File: src/verilog/ofd_pkg.sv
package ofd_pkg;

	// ****************************************************************
	// Register map (byte offsets, 32-bit words)
	// ****************************************************************
	localparam logic [7:0] OFF_BANK = 8'h00;
	localparam logic [7:0] OFF_ACCUM = 8'h04;
	localparam logic [7:0] OFF_TPTR = 8'h08;
	localparam logic [7:0] OFF_TBLLAT = 8'h0C;
	localparam logic [7:0] OFF_FLAGS = 8'h10;
	localparam logic [7:0] OFF_PROD = 8'h14;
	localparam logic [7:0] OFF_STATE = 8'h18;

	// ****************************************************************
	// Reset values, widths and fixed codes
	// ****************************************************************
	localparam logic [3:0] BANK_RST = 4'h0;
	localparam logic [7:0] BYTE_RST = 8'h00;
	localparam logic [20:0] TPTR_RST = 21'h000000;
	localparam logic [4:0] FLAGS_RST = 5'h00;
	localparam logic [1:0] QUARTER_LAST = 2'h3;
	localparam logic [1:0] QUARTER_READY = 2'h2;
	localparam logic [3:0] SECOND_MARK = 4'hF;
	localparam logic [7:0] ACCESS_SPLIT = 8'h80;
	localparam logic [3:0] ACCESS_LOW_BANK = 4'h0;
	localparam logic [3:0] ACCESS_HIGH_BANK = 4'hF;
	localparam logic [20:0] PC_STEP = 21'h000002;
	localparam logic [1:0] RESP_OKAY = 2'h0;
	localparam logic [1:0] RESP_SLVERR = 2'h2;
	// Flag bit positions in the status word
	localparam int FLAG_C = 0;
	localparam int FLAG_DC = 1;
	localparam int FLAG_Z = 2;
	localparam int FLAG_OV = 3;
	localparam int FLAG_N = 4;

	// ****************************************************************
	// Types
	// ****************************************************************
	typedef enum logic [3:0] {
		FMT_NONE, FMT_BYTE, FMT_BIT, FMT_LIT8, FMT_LIT12, FMT_MOVFF,
		FMT_GOTO, FMT_CALL, FMT_BRA, FMT_BCOND, FMT_TABLE, FMT_RETURN,
		FMT_SECOND
	} ofd_fmt_type;

	typedef enum logic [1:0] {
		TBL_KEEP, TBL_POST_INC, TBL_POST_DEC, TBL_PRE_INC
	} ofd_tblmode_type;

	typedef enum logic [1:0] {
		LIT_W8, LIT_W12, LIT_W20
	} ofd_litw_type;

	typedef struct packed {
		ofd_fmt_type fmt;
		logic nop;
		logic bank_sel;
		logic [11:0] ram_addr;
		logic [7:0] file8;
		logic dest_file;
		logic [2:0] bit_num;
		logic [7:0] bit_sel;
		logic [11:0] source_file_field;
		logic [11:0] destination_file_field;
		logic [19:0] literal;
		ofd_litw_type lit_width;
		logic branch_abs;
		logic [20:0] branch_target;
		logic fast;
		ofd_tblmode_type table_pointer_mode;
		logic [20:0] tbl_addr;
	} ofd_fields_type;

	typedef struct packed {
		logic [7:0] accum;
		logic [4:0] flags;
		logic [3:0] bank;
	} ofd_shadow_type;

endpackage

File: src/verilog/ofd_decoder.sv
// What this block does
// - a=0 selects access RAM, bank ignored
// - a=1 forms address from bank and file
// - Three-bit field picks bit zero to seven
// - d=0 writes accumulator, d=1 writes file
// - Short file field is 8-bit address
// - Move source: 12-bit address, first word
// - Move destination: 12-bit address, second word
// - Literals are 8, 12 or 20 bits
// - Table pointer: keep, post-inc, post-dec, pre-inc
// - Relative branch signed; call/goto absolute target
// - Fast bit saves/restores shadows, else untouched
// - 21-bit table pointer and 8-bit latch
// - Five arithmetic flags updated by results
// - Product kept as high and low byte
// - Lone second word executes as no-operation
// - Cycle is four clocks; double words two
`timescale 1ns/1ps
module ofd_decoder #(
	parameter int ADDR_W = 8
) (
	// Clock and reset
	input wire logic mclk,
	input wire logic reset,
	// Instruction fetch path
	input wire logic word_valid,
	input wire logic [15:0] word_in,
	input wire ofd_pkg::ofd_fmt_type fmt_in,
	input wire logic [20:0] pc_in,
	output logic word_ready,
	// Execution datapath
	output ofd_pkg::ofd_fields_type fields,
	output logic ops_valid,
	input wire logic result_valid,
	input wire logic [7:0] result,
	input wire logic [4:0] flag_we,
	input wire logic [4:0] flag_val,
	input wire logic mul_valid,
	input wire logic [15:0] mul_product,
	input wire logic tbl_rd_valid,
	input wire logic [7:0] tbl_rd_byte,
	output logic [7:0] working_accumulator,
	output logic [3:0] bank_select_register,
	output logic [20:0] table_pointer,
	output logic [7:0] table_latch,
	output logic [4:0] status_flags,
	output logic [7:0] product_high_byte,
	output logic [7:0] product_low_byte,
	// AXI4-Lite slave
	input wire logic [ADDR_W-1:0] s_axi_awaddr,
	input wire logic s_axi_awvalid,
	output logic s_axi_awready,
	input wire logic [31:0] s_axi_wdata,
	input wire logic [3:0] s_axi_wstrb,
	input wire logic s_axi_wvalid,
	output logic s_axi_wready,
	output logic [1:0] s_axi_bresp,
	output logic s_axi_bvalid,
	input wire logic s_axi_bready,
	input wire logic [ADDR_W-1:0] s_axi_araddr,
	input wire logic s_axi_arvalid,
	output logic s_axi_arready,
	output logic [31:0] s_axi_rdata,
	output logic [1:0] s_axi_rresp,
	output logic s_axi_rvalid,
	input wire logic s_axi_rready
);

	if (ADDR_W < 5 || ADDR_W > 8) begin : g_addr_check
		$error("ADDR_W must lie between 5 and 8");
	end

	// ****************************************************************
	// Helpers
	// ****************************************************************
	function automatic logic [11:0] access_map(input logic [7:0] f);
		return (f < ofd_pkg::ACCESS_SPLIT) ?
			{ofd_pkg::ACCESS_LOW_BANK, f} : {ofd_pkg::ACCESS_HIGH_BANK, f};
	endfunction

	function automatic logic [20:0] rel_target(input logic [20:0] pc,
		input logic [20:0] off);
		return pc + ofd_pkg::PC_STEP + {off[19:0], 1'b0};
	endfunction

	function automatic logic [7:0] lane_merge(input logic [7:0] old,
		input logic [7:0] nw, input logic en);
		return en ? nw : old;
	endfunction

	// ****************************************************************
	// Instruction cycle timing
	// ****************************************************************
	logic [1:0] quarter_r;
	logic word_ready_r;
	logic pend_r;
	logic [15:0] pend_word_r;
	ofd_pkg::ofd_fmt_type pend_fmt_r;
	ofd_pkg::ofd_fields_type fields_r;
	logic ops_valid_r;
	wire take_w = word_valid && word_ready_r;
	// A word is only taken at the last quarter, so each cycle is 4 clocks
	always_ff @(posedge mclk) begin
		if (reset) begin
			quarter_r <= 2'h0;
			word_ready_r <= 1'b0;
		end else begin
			quarter_r <= quarter_r + 2'h1;
			word_ready_r <= (quarter_r == ofd_pkg::QUARTER_READY);
		end
	end

	// ****************************************************************
	// Operand decode
	// ****************************************************************
	logic [3:0] bank_r;
	logic [20:0] tptr_r;
	wire first_two_w = (fmt_in == ofd_pkg::FMT_MOVFF) ||
		(fmt_in == ofd_pkg::FMT_GOTO) || (fmt_in == ofd_pkg::FMT_CALL) ||
		(fmt_in == ofd_pkg::FMT_LIT12);
	// A stray second word, or a broken pair, falls through as no-operation
	wire pair_ok_w = pend_r && (word_in[15:12] == ofd_pkg::SECOND_MARK);
	wire lone_second_w = !pend_r && (fmt_in == ofd_pkg::FMT_SECOND);
	ofd_pkg::ofd_fmt_type eff_fmt_w;
	assign eff_fmt_w = pend_r ? pend_fmt_r : fmt_in;
	wire [15:0] w1_w = pend_r ? pend_word_r : word_in;
	wire [15:0] w2_w = word_in;
	wire [7:0] f8_w = w1_w[7:0];
	wire abit_w = w1_w[8];
	wire [1:0] tm_w = w1_w[1:0];
	wire [20:0] tbl_inc_w = tptr_r + 21'h000001;
	wire [20:0] tbl_dec_w = tptr_r - 21'h000001;
	wire [20:0] bra_off_w = {{10{w1_w[10]}}, w1_w[10:0]};
	wire [20:0] bc_off_w = {{13{w1_w[7]}}, w1_w[7:0]};
	ofd_pkg::ofd_fields_type dec_w;

	always_comb begin
		dec_w = '0;
		dec_w.fmt = eff_fmt_w;
		dec_w.nop = lone_second_w || (pend_r && !pair_ok_w) ||
			(eff_fmt_w == ofd_pkg::FMT_NONE);
		dec_w.file8 = f8_w;
		dec_w.bank_sel = abit_w;
		dec_w.ram_addr = abit_w ? {bank_r, f8_w} : access_map(f8_w);
		dec_w.dest_file = w1_w[9];
		dec_w.bit_num = w1_w[11:9];
		dec_w.bit_sel = 8'h01 << w1_w[11:9];
		dec_w.source_file_field = w1_w[11:0];
		dec_w.destination_file_field = w2_w[11:0];
		dec_w.lit_width = ofd_pkg::LIT_W8;
		dec_w.literal = {12'h000, w1_w[7:0]};
		dec_w.fast = 1'b0;
		dec_w.table_pointer_mode = ofd_pkg::ofd_tblmode_type'(tm_w);
		dec_w.tbl_addr = tptr_r;
		unique case (eff_fmt_w)
			ofd_pkg::FMT_LIT12: begin
				dec_w.lit_width = ofd_pkg::LIT_W12;
				dec_w.literal = {8'h00, w1_w[3:0], w2_w[7:0]};
			end
			ofd_pkg::FMT_GOTO, ofd_pkg::FMT_CALL: begin
				dec_w.lit_width = ofd_pkg::LIT_W20;
				dec_w.literal = {w2_w[11:0], w1_w[7:0]};
				dec_w.branch_abs = 1'b1;
				dec_w.branch_target = {w2_w[11:0], w1_w[7:0], 1'b0};
				dec_w.fast = (eff_fmt_w == ofd_pkg::FMT_CALL) && w1_w[8];
			end
			ofd_pkg::FMT_BRA:
				dec_w.branch_target = rel_target(pc_in, bra_off_w);
			ofd_pkg::FMT_BCOND:
				dec_w.branch_target = rel_target(pc_in, bc_off_w);
			ofd_pkg::FMT_RETURN:
				dec_w.fast = w1_w[0];
			ofd_pkg::FMT_TABLE:
				if (tm_w == 2'(ofd_pkg::TBL_PRE_INC)) begin
					dec_w.tbl_addr = tbl_inc_w;
				end
			default: ;
		endcase
	end

	// Unused fields keep whatever bits the word held: don't-care positions
	// never cause a refusal.
	wire exec_w = take_w && !(!pend_r && first_two_w);
	always_ff @(posedge mclk) begin
		if (reset) begin
			pend_r <= 1'b0;
			pend_word_r <= 16'h0000;
			pend_fmt_r <= ofd_pkg::FMT_NONE;
			fields_r <= '0;
			ops_valid_r <= 1'b0;
		end else if (quarter_r == ofd_pkg::QUARTER_LAST) begin
			// A first word waits for its partner through empty slots
			if (take_w)
				pend_r <= !pend_r && first_two_w;
			if (take_w && !pend_r) begin
				pend_word_r <= word_in;
				pend_fmt_r <= fmt_in;
			end
			if (exec_w) begin
				fields_r <= dec_w;
			end
			ops_valid_r <= exec_w && !dec_w.nop;
		end
	end

	// ****************************************************************
	// Core registers
	// ****************************************************************
	logic [7:0] accum_r;
	logic [7:0] tbllat_r;
	logic [4:0] flags_r;
	logic [15:0] prod_r;
	ofd_pkg::ofd_shadow_type shadow_r;
	wire [ADDR_W-1:0] aw_w;
	wire wr_go_w;
	wire [7:0] woff_w = 8'(aw_w);
	wire [31:0] wd_w;
	wire [3:0] ws_w;
	// Core flag updates win bit by bit over a bus write in the same cycle
	wire wr_flags_w = wr_go_w && woff_w == ofd_pkg::OFF_FLAGS && ws_w[0];
	wire [4:0] flags_base_w = wr_flags_w ? wd_w[4:0] : flags_r;
	wire exec_tbl_w = exec_w && (eff_fmt_w == ofd_pkg::FMT_TABLE);
	wire save_w = exec_w && dec_w.fast && (eff_fmt_w == ofd_pkg::FMT_CALL);
	wire restore_w = exec_w && dec_w.fast &&
		(eff_fmt_w == ofd_pkg::FMT_RETURN);

	always_ff @(posedge mclk) begin
		if (reset) begin
			bank_r <= ofd_pkg::BANK_RST;
			accum_r <= ofd_pkg::BYTE_RST;
			tptr_r <= ofd_pkg::TPTR_RST;
			tbllat_r <= ofd_pkg::BYTE_RST;
			flags_r <= ofd_pkg::FLAGS_RST;
			prod_r <= {ofd_pkg::BYTE_RST, ofd_pkg::BYTE_RST};
			shadow_r <= '0;
		end else begin
			// Bus writes first, so core activity in the same cycle wins
			if (wr_go_w && woff_w == ofd_pkg::OFF_BANK && ws_w[0])
				bank_r <= wd_w[3:0];
			if (wr_go_w && woff_w == ofd_pkg::OFF_ACCUM)
				accum_r <= lane_merge(accum_r, wd_w[7:0], ws_w[0]);
			if (wr_go_w && woff_w == ofd_pkg::OFF_TPTR)
				tptr_r <= {ws_w[2] ? wd_w[20:16] : tptr_r[20:16],
					lane_merge(tptr_r[15:8], wd_w[15:8], ws_w[1]),
					lane_merge(tptr_r[7:0], wd_w[7:0], ws_w[0])};
			if (wr_go_w && woff_w == ofd_pkg::OFF_TBLLAT)
				tbllat_r <= lane_merge(tbllat_r, wd_w[7:0], ws_w[0]);
			if (result_valid && !fields_r.dest_file)
				accum_r <= result;
			flags_r <= (flags_base_w & ~flag_we) | (flag_val & flag_we);
			if (mul_valid)
				prod_r <= mul_product;
			if (tbl_rd_valid)
				tbllat_r <= tbl_rd_byte;
			if (exec_tbl_w) begin
				unique case (dec_w.table_pointer_mode)
					ofd_pkg::TBL_KEEP: ;
					ofd_pkg::TBL_POST_INC, ofd_pkg::TBL_PRE_INC:
						tptr_r <= tbl_inc_w;
					ofd_pkg::TBL_POST_DEC: tptr_r <= tbl_dec_w;
				endcase
			end
			if (save_w)
				shadow_r <= '{accum: accum_r, flags: flags_r, bank: bank_r};
			if (restore_w) begin
				accum_r <= shadow_r.accum;
				flags_r <= shadow_r.flags;
				bank_r <= shadow_r.bank;
			end
		end
	end

	// ****************************************************************
	// AXI4-Lite slave
	// ****************************************************************
	logic aw_got_r, w_got_r, bvalid_r, rvalid_r;
	logic awready_r, wready_r, arready_r;
	logic [ADDR_W-1:0] awaddr_r;
	logic [31:0] wdata_r, rdata_r;
	logic [3:0] wstrb_r;
	logic [1:0] bresp_r, rresp_r;
	wire aw_hs_w = s_axi_awvalid && awready_r;
	wire w_hs_w = s_axi_wvalid && wready_r;
	assign aw_w = awaddr_r;
	assign wd_w = wdata_r;
	assign ws_w = wstrb_r;
	assign wr_go_w = aw_got_r && w_got_r && !bvalid_r;
	wire wr_map_w = (woff_w <= ofd_pkg::OFF_FLAGS) && (woff_w[1:0] == 2'h0);
	wire [7:0] roff_w = 8'(s_axi_araddr);
	wire ar_hs_w = s_axi_arvalid && arready_r;
	logic [31:0] rmux_w;
	logic rmap_w;
	always_comb begin
		rmap_w = 1'b1;
		unique case (roff_w)
			ofd_pkg::OFF_BANK: rmux_w = {28'h0000000, bank_r};
			ofd_pkg::OFF_ACCUM: rmux_w = {24'h000000, accum_r};
			ofd_pkg::OFF_TPTR: rmux_w = {11'h000, tptr_r};
			ofd_pkg::OFF_TBLLAT: rmux_w = {24'h000000, tbllat_r};
			ofd_pkg::OFF_FLAGS: rmux_w = {27'h0000000, flags_r};
			ofd_pkg::OFF_PROD: rmux_w = {16'h0000, prod_r};
			ofd_pkg::OFF_STATE: rmux_w = {26'h0000000, pend_r, ops_valid_r,
				fields_r.fmt};
			default: begin
				rmux_w = 32'h00000000;
				rmap_w = 1'b0;
			end
		endcase
	end

	always_ff @(posedge mclk) begin
		if (reset) begin
			aw_got_r <= 1'b0;
			w_got_r <= 1'b0;
			bvalid_r <= 1'b0;
			bresp_r <= ofd_pkg::RESP_OKAY;
			awaddr_r <= '0;
			wdata_r <= 32'h00000000;
			wstrb_r <= 4'h0;
			rvalid_r <= 1'b0;
			rdata_r <= 32'h00000000;
			rresp_r <= ofd_pkg::RESP_OKAY;
		end else begin
			if (aw_hs_w) begin
				aw_got_r <= 1'b1;
				awaddr_r <= s_axi_awaddr;
			end
			if (w_hs_w) begin
				w_got_r <= 1'b1;
				wdata_r <= s_axi_wdata;
				wstrb_r <= s_axi_wstrb;
			end
			if (wr_go_w) begin
				bvalid_r <= 1'b1;
				bresp_r <= wr_map_w ? ofd_pkg::RESP_OKAY : ofd_pkg::RESP_SLVERR;
				aw_got_r <= 1'b0;
				w_got_r <= 1'b0;
			end else if (bvalid_r && s_axi_bready) begin
				bvalid_r <= 1'b0;
			end
			if (ar_hs_w) begin
				rvalid_r <= 1'b1;
				rdata_r <= rmux_w;
				rresp_r <= rmap_w ? ofd_pkg::RESP_OKAY : ofd_pkg::RESP_SLVERR;
			end else if (rvalid_r && s_axi_rready) begin
				rvalid_r <= 1'b0;
			end
		end
	end

	// Ready flags sit in flip-flops of their own: each drops as its item
	// is taken and comes back once the answer has been accepted
	always_ff @(posedge mclk) begin
		if (reset) begin
			awready_r <= 1'b1;
			wready_r <= 1'b1;
			arready_r <= 1'b1;
		end else begin
			if (aw_hs_w)
				awready_r <= 1'b0;
			else if (bvalid_r && s_axi_bready)
				awready_r <= 1'b1;
			if (w_hs_w)
				wready_r <= 1'b0;
			else if (bvalid_r && s_axi_bready)
				wready_r <= 1'b1;
			if (ar_hs_w)
				arready_r <= 1'b0;
			else if (rvalid_r && s_axi_rready)
				arready_r <= 1'b1;
		end
	end

	assign s_axi_awready = awready_r;
	assign s_axi_wready = wready_r;
	assign s_axi_arready = arready_r;
	assign s_axi_bvalid = bvalid_r;
	assign s_axi_bresp = bresp_r;
	assign s_axi_rvalid = rvalid_r;
	assign s_axi_rdata = rdata_r;
	assign s_axi_rresp = rresp_r;
	assign word_ready = word_ready_r;
	assign fields = fields_r;
	assign ops_valid = ops_valid_r;
	assign working_accumulator = accum_r;
	assign bank_select_register = bank_r;
	assign table_pointer = tptr_r;
	assign table_latch = tbllat_r;
	assign status_flags = flags_r;
	assign product_high_byte = prod_r[15:8];
	assign product_low_byte = prod_r[7:0];

	wire take_last_w = take_w && quarter_r == ofd_pkg::QUARTER_LAST;
endmodule // ofd_decoder

File: config.mk
export PLATFORM = sky130hd
export DESIGN_NAME = ofd_decoder
export DESIGN_NICKNAME = d
export VERILOG_FILES = /design/src/verilog/ofd_pkg.sv /design/src/verilog/ofd_decoder.sv
export SDC_FILE = /design/constraint.sdc
export NUM_CORES = 1
export LEC_CHECK = 0
export ABC_AREA = 1
export BUFFER_PORTS_ARGS = -buffer_cell sky130_fd_sc_hd__buf_2
export CAP_MARGIN = 20
export CORE_AREA = 8 8 186 188
export CTS_CLUSTER_SIZE = 20
export DETAILED_ROUTE_END_ITERATION = 10
export DIE_AREA = 0 0 194 196
export PLACE_DENSITY = 0.79
export SYNTH_ARGS = -nofsm -noshare
export SYNTH_HDL_FRONTEND = slang
export SYNTH_SLANG_ARGS = --single-unit
File: constraint.sdc
create_clock -name mclk -period 2.6 [get_ports mclk]
set_input_delay 0 -clock mclk [delete_from_list [all_inputs] [get_ports mclk]]
set_output_delay 0 -clock mclk [all_outputs]
set_load 0.02 [all_outputs]
======== After elaboration in Yosys (flattened, before gate mapping) ========
Cells that the tools add are included.
cells by class
  $add $sub $neg .......................... 6
  magnitude comparators ................... 2
  eq/ne operators ......................... 28
  shifts and indexed selects .............. 1
  muxes and demuxes ....................... 39
  bitwise logic cells ..................... 4
  reductions and logical operators ........ 62
operators by type and width
  operator                                             count
  case mux 21 bit (7 select lines)                     1
  two-way mux 21 bit                                   4
  two-way mux 8 bit                                    8
  case mux 21 bit (3 select lines)                     1
  case mux 22 bit (2 select lines)                     1
  adder 21 bit                                         2
  case mux 21 bit (2 select lines)                     1
  two-way mux 12 bit                                   3
  == test 8 x 4 -> 1 bit (second input constant)       4
  == test 8 x 5 -> 1 bit (second input constant)       4
  logical AND 1 bit                                    29
  == test 4 x 3 -> 1 bit (second input constant)       7
  == test 4 bit (second input constant)                6
  adder 21 x 1 -> 21 bit (second input constant)       1
  adder 21 x 2 -> 21 bit (second input constant)       1
  subtractor 21 x 1 -> 21 bit (second input constant)  1
  == test 8 x 3 -> 1 bit (second input constant)       2
  logical NOT 8 bit                                    2
  two-way mux 5 bit                                    3
  nonzero test 2 bit                                   7
  two-way mux 4 bit                                    3
  two-way mux 1 bit                                    11
  bitwise AND 5 bit                                    2
  AND reduction 2 bit                                  5
  other kinds (17)                                     33
word-level totals
  flip-flop bits (word level) ............. 305
  input port bits ......................... 146
  output and inout bits ................... 235
  word-level logic and storage cells ...... 187

======== Logic depth before layout (Yosys ltp) ========
  depth after elaboration ................. 11
  mapped depth ............................ 21
  gate-level depth less buffers ........... 20

======== Worst setup path after synthesis ========
No wires, ideal clock.
  path kind ............................... register to register
  start point ............................. register pend_r
  end point ............................... register fields_r (netlist bit fields[37])
  arrival ................................. 2.465 ns
  required time ........................... 2.479 ns
  setup slack ............................. 0.014 ns
  stages on the path, launching flop included .. 18
  buffers on the path ..................... 2
  period minus slack after synthesis ...... 2.586 ns
  cell sequence ........................... dfxtp_1 > buf_6 > nand2_1 > o21ai_1 > clkinv_1 > clkbuf_1 > ha_1 > inv_1 > fa_1 > inv_1 > nand3_1 > nand2_1 > nand2_1 > nand2_1 > a21oi_1 > or2_2 > nand2_1 > a21oi_1
RTL lines
  item                      line                text
  start: declaration        ofd_decoder.sv:96   logic pend_r;
  start signal: assignment  ofd_decoder.sv:194  pend_r <= !pend_r && first_two_w;
  end signal: assignment    ofd_decoder.sv:200  fields_r <= dec_w;
  end: declaration          ofd_decoder.sv:99   ofd_pkg::ofd_fields_type fields_r;

==> flow_summary_export.csv <==
group,metric,value,unit
worst_setup_path,worstSetupStartpointType,"flop",
logic_synthesis,syn-mean-instance-area,6.754,µm²
route,wl,57640,µm
pwr,power_density,550.5,nW/µm²
logic_synthesis,netlist.top_cell.by_area,"sky130_fd_sc_hd__dfxtp_1",
route,routedWlPerCell,19.21,µm
cts,cts-buffers-inserted,30,
route,detail-route-antenna-nets,0,
worst_setup_path,rrSetupSlack,120,ps
worst_setup_path,critPathMaxFanout,18,
cts,clockRootBuffer,"sky130_fd_sc_hd__clkbuf_16",
sta,timing_max_transition_violations_final,0,
sta,timing.final.ws_setup,124.7,ps
sta,setup_viol,0,
cts,clock_path_buffers,3,
worst_setup_path,critical_path.cell_chain,"buf_6 > o21ai_0 > inv_1 > ha_1 > nand2_1 > nand2_1 > nand2_1 > nand2_1 > a21oi_2 > inv_1 > nand2_1 > nand2_1 > or2_2 > nand3_1 > a21oi_1",
logic_synthesis,synth_enable_flop_cells,0,
worst_setup_path,r2r_end,"fields[36]",
sta,setup_tns,0,ps
worst_setup_path,reg2regPathDepth,15,
worst_setup_path,timing.setup.critical_path_class,"reg2reg",
placement,buffer_ports.inserted,355,
sta,unrepaired_setup_endpoints_after_global_routing,"true",
hold_path,worst_hold_check_path_type,"in2reg",
logic_synthesis,ys_ff_latch,269,
sta,max-slew-margin-rel,0.4831,
placement,dp.final_hpwl,41000,µm
cts,ctsHtreeMaxLevel,1,
global_routing,antenna_found_initial,5,
floorplan,start_util,0.4407,
sta,finalHoldViolCount,0,
logic_synthesis,post_synth_inst_count,2080,
logic_synthesis,synth_seq_area_share,0.3833,
logic_synthesis,post_synth_num_cell_types,53,
worst_setup_path,cpMostUsedCell,"sky130_fd_sc_hd__nand2_1",
route,drt-vias-per-instance,5.530,
cts,cts_clock_pin_slew_for_the_worst_setup_and_hold_paths,70,ps
route,num_vias,16597,
cts,numClockSinks,269,
worst_setup_path,timing.critical_path.max_delay_family,"simple AND/OR/NAND/NOR gates",
floorplan,dieArea,38020,µm²
global_routing,grt_first_pass_wirelength,88710,µm
worst_setup_path,worst_setup_path_startpoint,"pend_r",
logic_synthesis,netlist_top_cells_area,"sky130_fd_sc_hd__dfxtp_1 38%, sky130_fd_sc_hd__nand2_1 14%, sky130_fd_sc_hd__a21oi_1 7.4%, sky130_fd_sc_hd__o21ai_0 7.3%, sky130_fd_sc_hd__inv_1 5.6%",
floorplan,chipWidth,194,µm
floorplan,die_height,196,µm
final_layout,finish.net_count,2735,
cts,clk-insertion-delay-late,560,ps
sta,fin_worst_skew,15.59,ps
global_routing,grt_max_degree,94,
global_routing,grt.total_usage,0.2861,
logic_synthesis,synth_warnings,0,
sta,fmax,404.0,MHz
placement,post-place-ws,-134.9,ps
logic_synthesis,synth.top_cell.area_share,0.3833,
global_routing,via_count_of_the_first_global_routing_pass,16314,
floorplan,core.rowCount,66,
final_layout,share_of_layout_cells_above_drive_strength_1,0.2237,
worst_setup_path,logic_depth_of_the_worst_path_buffers_included,15,
worst_setup_path,timing.critical_path.to_type,"flop",
route,drtIter0Drc,1652,
worst_setup_path,critical_path_buf_inv_count,3,
worst_setup_path,worst_endpoint_data_arrival_time,2900,ps
pwr,design_power_total,10.48,mW
final_layout,layout-area-overhead-vs-synth,35.52,%
job,cap_violations,0,
sta,max_slew.worst_pin.slew,772.5,ps
logic_synthesis,leading_register_cell_type_out_of_synthesis,"sky130_fd_sc_hd__dfxtp_1",
cts,cts_tree,"yes",
floorplan,boundaryPins,381,
logic_synthesis,synthTopCellsByCount,"518 x sky130_fd_sc_hd__nand2_1, 269 x sky130_fd_sc_hd__dfxtp_1, 210 x sky130_fd_sc_hd__inv_1",
sta,final_period_minus_worst_setup_slack,2475,ps
route,remaining_drc_errors,0,
global_routing,grt_overflow_total,0,
sta,finalCritPeriodShare,0.9520,
status,outcome,"finished clean",
logic_synthesis,synthArstFlopShare,0,
placement,gp_congestion,0.9677,
logic_synthesis,netlist_area,14050,µm²
pwr,power_leakage,8.782,nW
worst_setup_path,crit_path_max_incr_delay,380,ps
floorplan,fp.coreArea,31880,µm²
worst_setup_path,worst_ep_required_time,3020,ps
worst_setup_path,critical-path-slowest-cell,"sky130_fd_sc_hd__ha_1",
worst_setup_path,crit_end,"fields[36]",
worst_setup_path,crit-reg2reg-launch,"pend_r",
pwr,peakVddDrop,0.4986,mV
logic_synthesis,synth_most_common_cell,"sky130_fd_sc_hd__nand2_1",
route,drtPass1Iterations,8,
-- layout by cell type (no fill, tap or decap), types with 8 or more instances in the layout --
master / instances
sky130_fd_sc_hd__o21ai_0: 197
sky130_fd_sc_hd__inv_1: 208
sky130_fd_sc_hd__ha_4: 12
sky130_fd_sc_hd__ha_1: 12
sky130_fd_sc_hd__dfxtp_1: 268
sky130_fd_sc_hd__conb_1: 13
sky130_fd_sc_hd__nand2_2: 16
sky130_fd_sc_hd__nand3_1: 82
sky130_fd_sc_hd__nor2_2: 11
sky130_fd_sc_hd__dlygate4sd3_1: 128
sky130_fd_sc_hd__clkbuf_16: 30
sky130_fd_sc_hd__clkinvlp_4: 8
sky130_fd_sc_hd__a21oi_2: 9
sky130_fd_sc_hd__nand4_1: 19
sky130_fd_sc_hd__o211ai_1: 32
sky130_fd_sc_hd__nor3_1: 18
sky130_fd_sc_hd__a31oi_1: 9
sky130_fd_sc_hd__a21oi_1: 197
sky130_fd_sc_hd__nor2_1: 193
sky130_fd_sc_hd__xor2_1: 26
sky130_fd_sc_hd__mux2_2: 8
sky130_fd_sc_hd__o22ai_1: 28
sky130_fd_sc_hd__nand2_1: 508
sky130_fd_sc_hd__o21ai_1: 8
sky130_fd_sc_hd__buf_2: 354
sky130_fd_sc_hd__buf_4: 79
-- registers in the layout (all words and copies together) (netlist names), 2 cells and up, named ones only --
signal                flops
ws_w                      3
table_latch               8
fields                  107
pend_fmt_r                4
s_axi_rdata              21
table_pointer            21
working_accumulator       8
quarter_r                 2
bank_select_register      4
prod_r                   16
shadow_r                 17
wd_w                     21
aw_w                      8
pend_word_r              12
-- report_power, final --
group          total, mW  internal, mW  switching [mW]  leakage (nW)
combinational       1.61         0.649           0.965          6.09
clock               4.56          2.71            1.84         0.501
sequential          4.31          4.24          0.0751          2.19
total               10.5          7.60            2.88          8.78
-- metal layers --
layer | routed length, µm | track usage | vias up
met3 | 4935 | 0.06563 | 244
met2 | 27210 | 0.4855 | 906
met5 | 0 | 0 | -
met4 | 3172 | 0.1502 | 0
met1 | 22320 | 0.3343 | 7692
li1 | - | - | 7755
-- what timing repair did --
| item | CTS | global route |
|---|---|---|
| pin swaps | 0 | 7 |
| gates resized for setup | 7 | 55 |
| hold buffers | 128 | 0 |
| buffers inserted | 0 | 4 |
| endpoints found under the hold margin | 155 | 0 |
| setup endpoints to repair | 8 | 56 |
-- kinds of logic after synthesis --
group                      Yosys count  share of synthesized area
adders and majority gates           25                    0.02280
buffers and inverters              348                     0.1064
DFF                                269                     0.3833
AOI/OAI and AO/OA                  518                     0.2016
other                                1                  0.0002669
and+or+nand+nor                    878                     0.2586
muxes                                8                   0.006413
xor gates and xnor gates            33                    0.02057
-- cell type report --
| cell class | count | area (µm²) |
|---|---|---|
| Clock buffer | 35 | 799.5 |
| Multi-Input combinational cell | 1475 | 7492 |
| Clock inverter | 21 | 269.0 |
| Sequential cell | 269 | 5386 |
| Timing Repair Buffer | 565 | 3717 |
| Fill cell | 2858 | 12840 |
| Tap cell | 408 | 510.5 |
| Antenna cell | 5 | 12.51 |
| Inverter | 223 | 850.8 |
-- stage by stage --
step,area (µm²),util,cells,hold WS (ps)
2_1_floorplan,14090,-,2092,110.5
3_3_place_gp,16370,0.5135,2808,224.2
3_5_place_dp,16370,0.5135,2808,227.7
4_1_cts,18730,0.5877,2992,0.2527
5_1_grt,19040,0.5973,3001,60.02
6_report,19040,0.5973,3001,13.01
-- worst min-delay path, stage by stage --
cell                      delay, ps
sky130_fd_sc_hd__buf_2          100
sky130_fd_sc_hd__nand2_1        300
sky130_fd_sc_hd__a21oi_1        120
-- worst min path at each step --
stage / start / endpoint / slack, ps / depth (start not counted)
2_1_floorplan: word_in[8] / fields[76] / 110 / 2
3_3_place_gp: mul_product[5] / prod_r[5] / 220 / 3
3_5_place_dp: mul_product[4] / prod_r[4] / 230 / 3
4_1_cts: s_axi_awvalid / aw_w[7] / 0.3 / 3
5_1_grt: tbl_rd_valid / table_latch[3] / 60 / 4
6_report: s_axi_awvalid / aw_w[7] / 10 / 3
No activity file was read; power rests on OpenSTA's default activity.
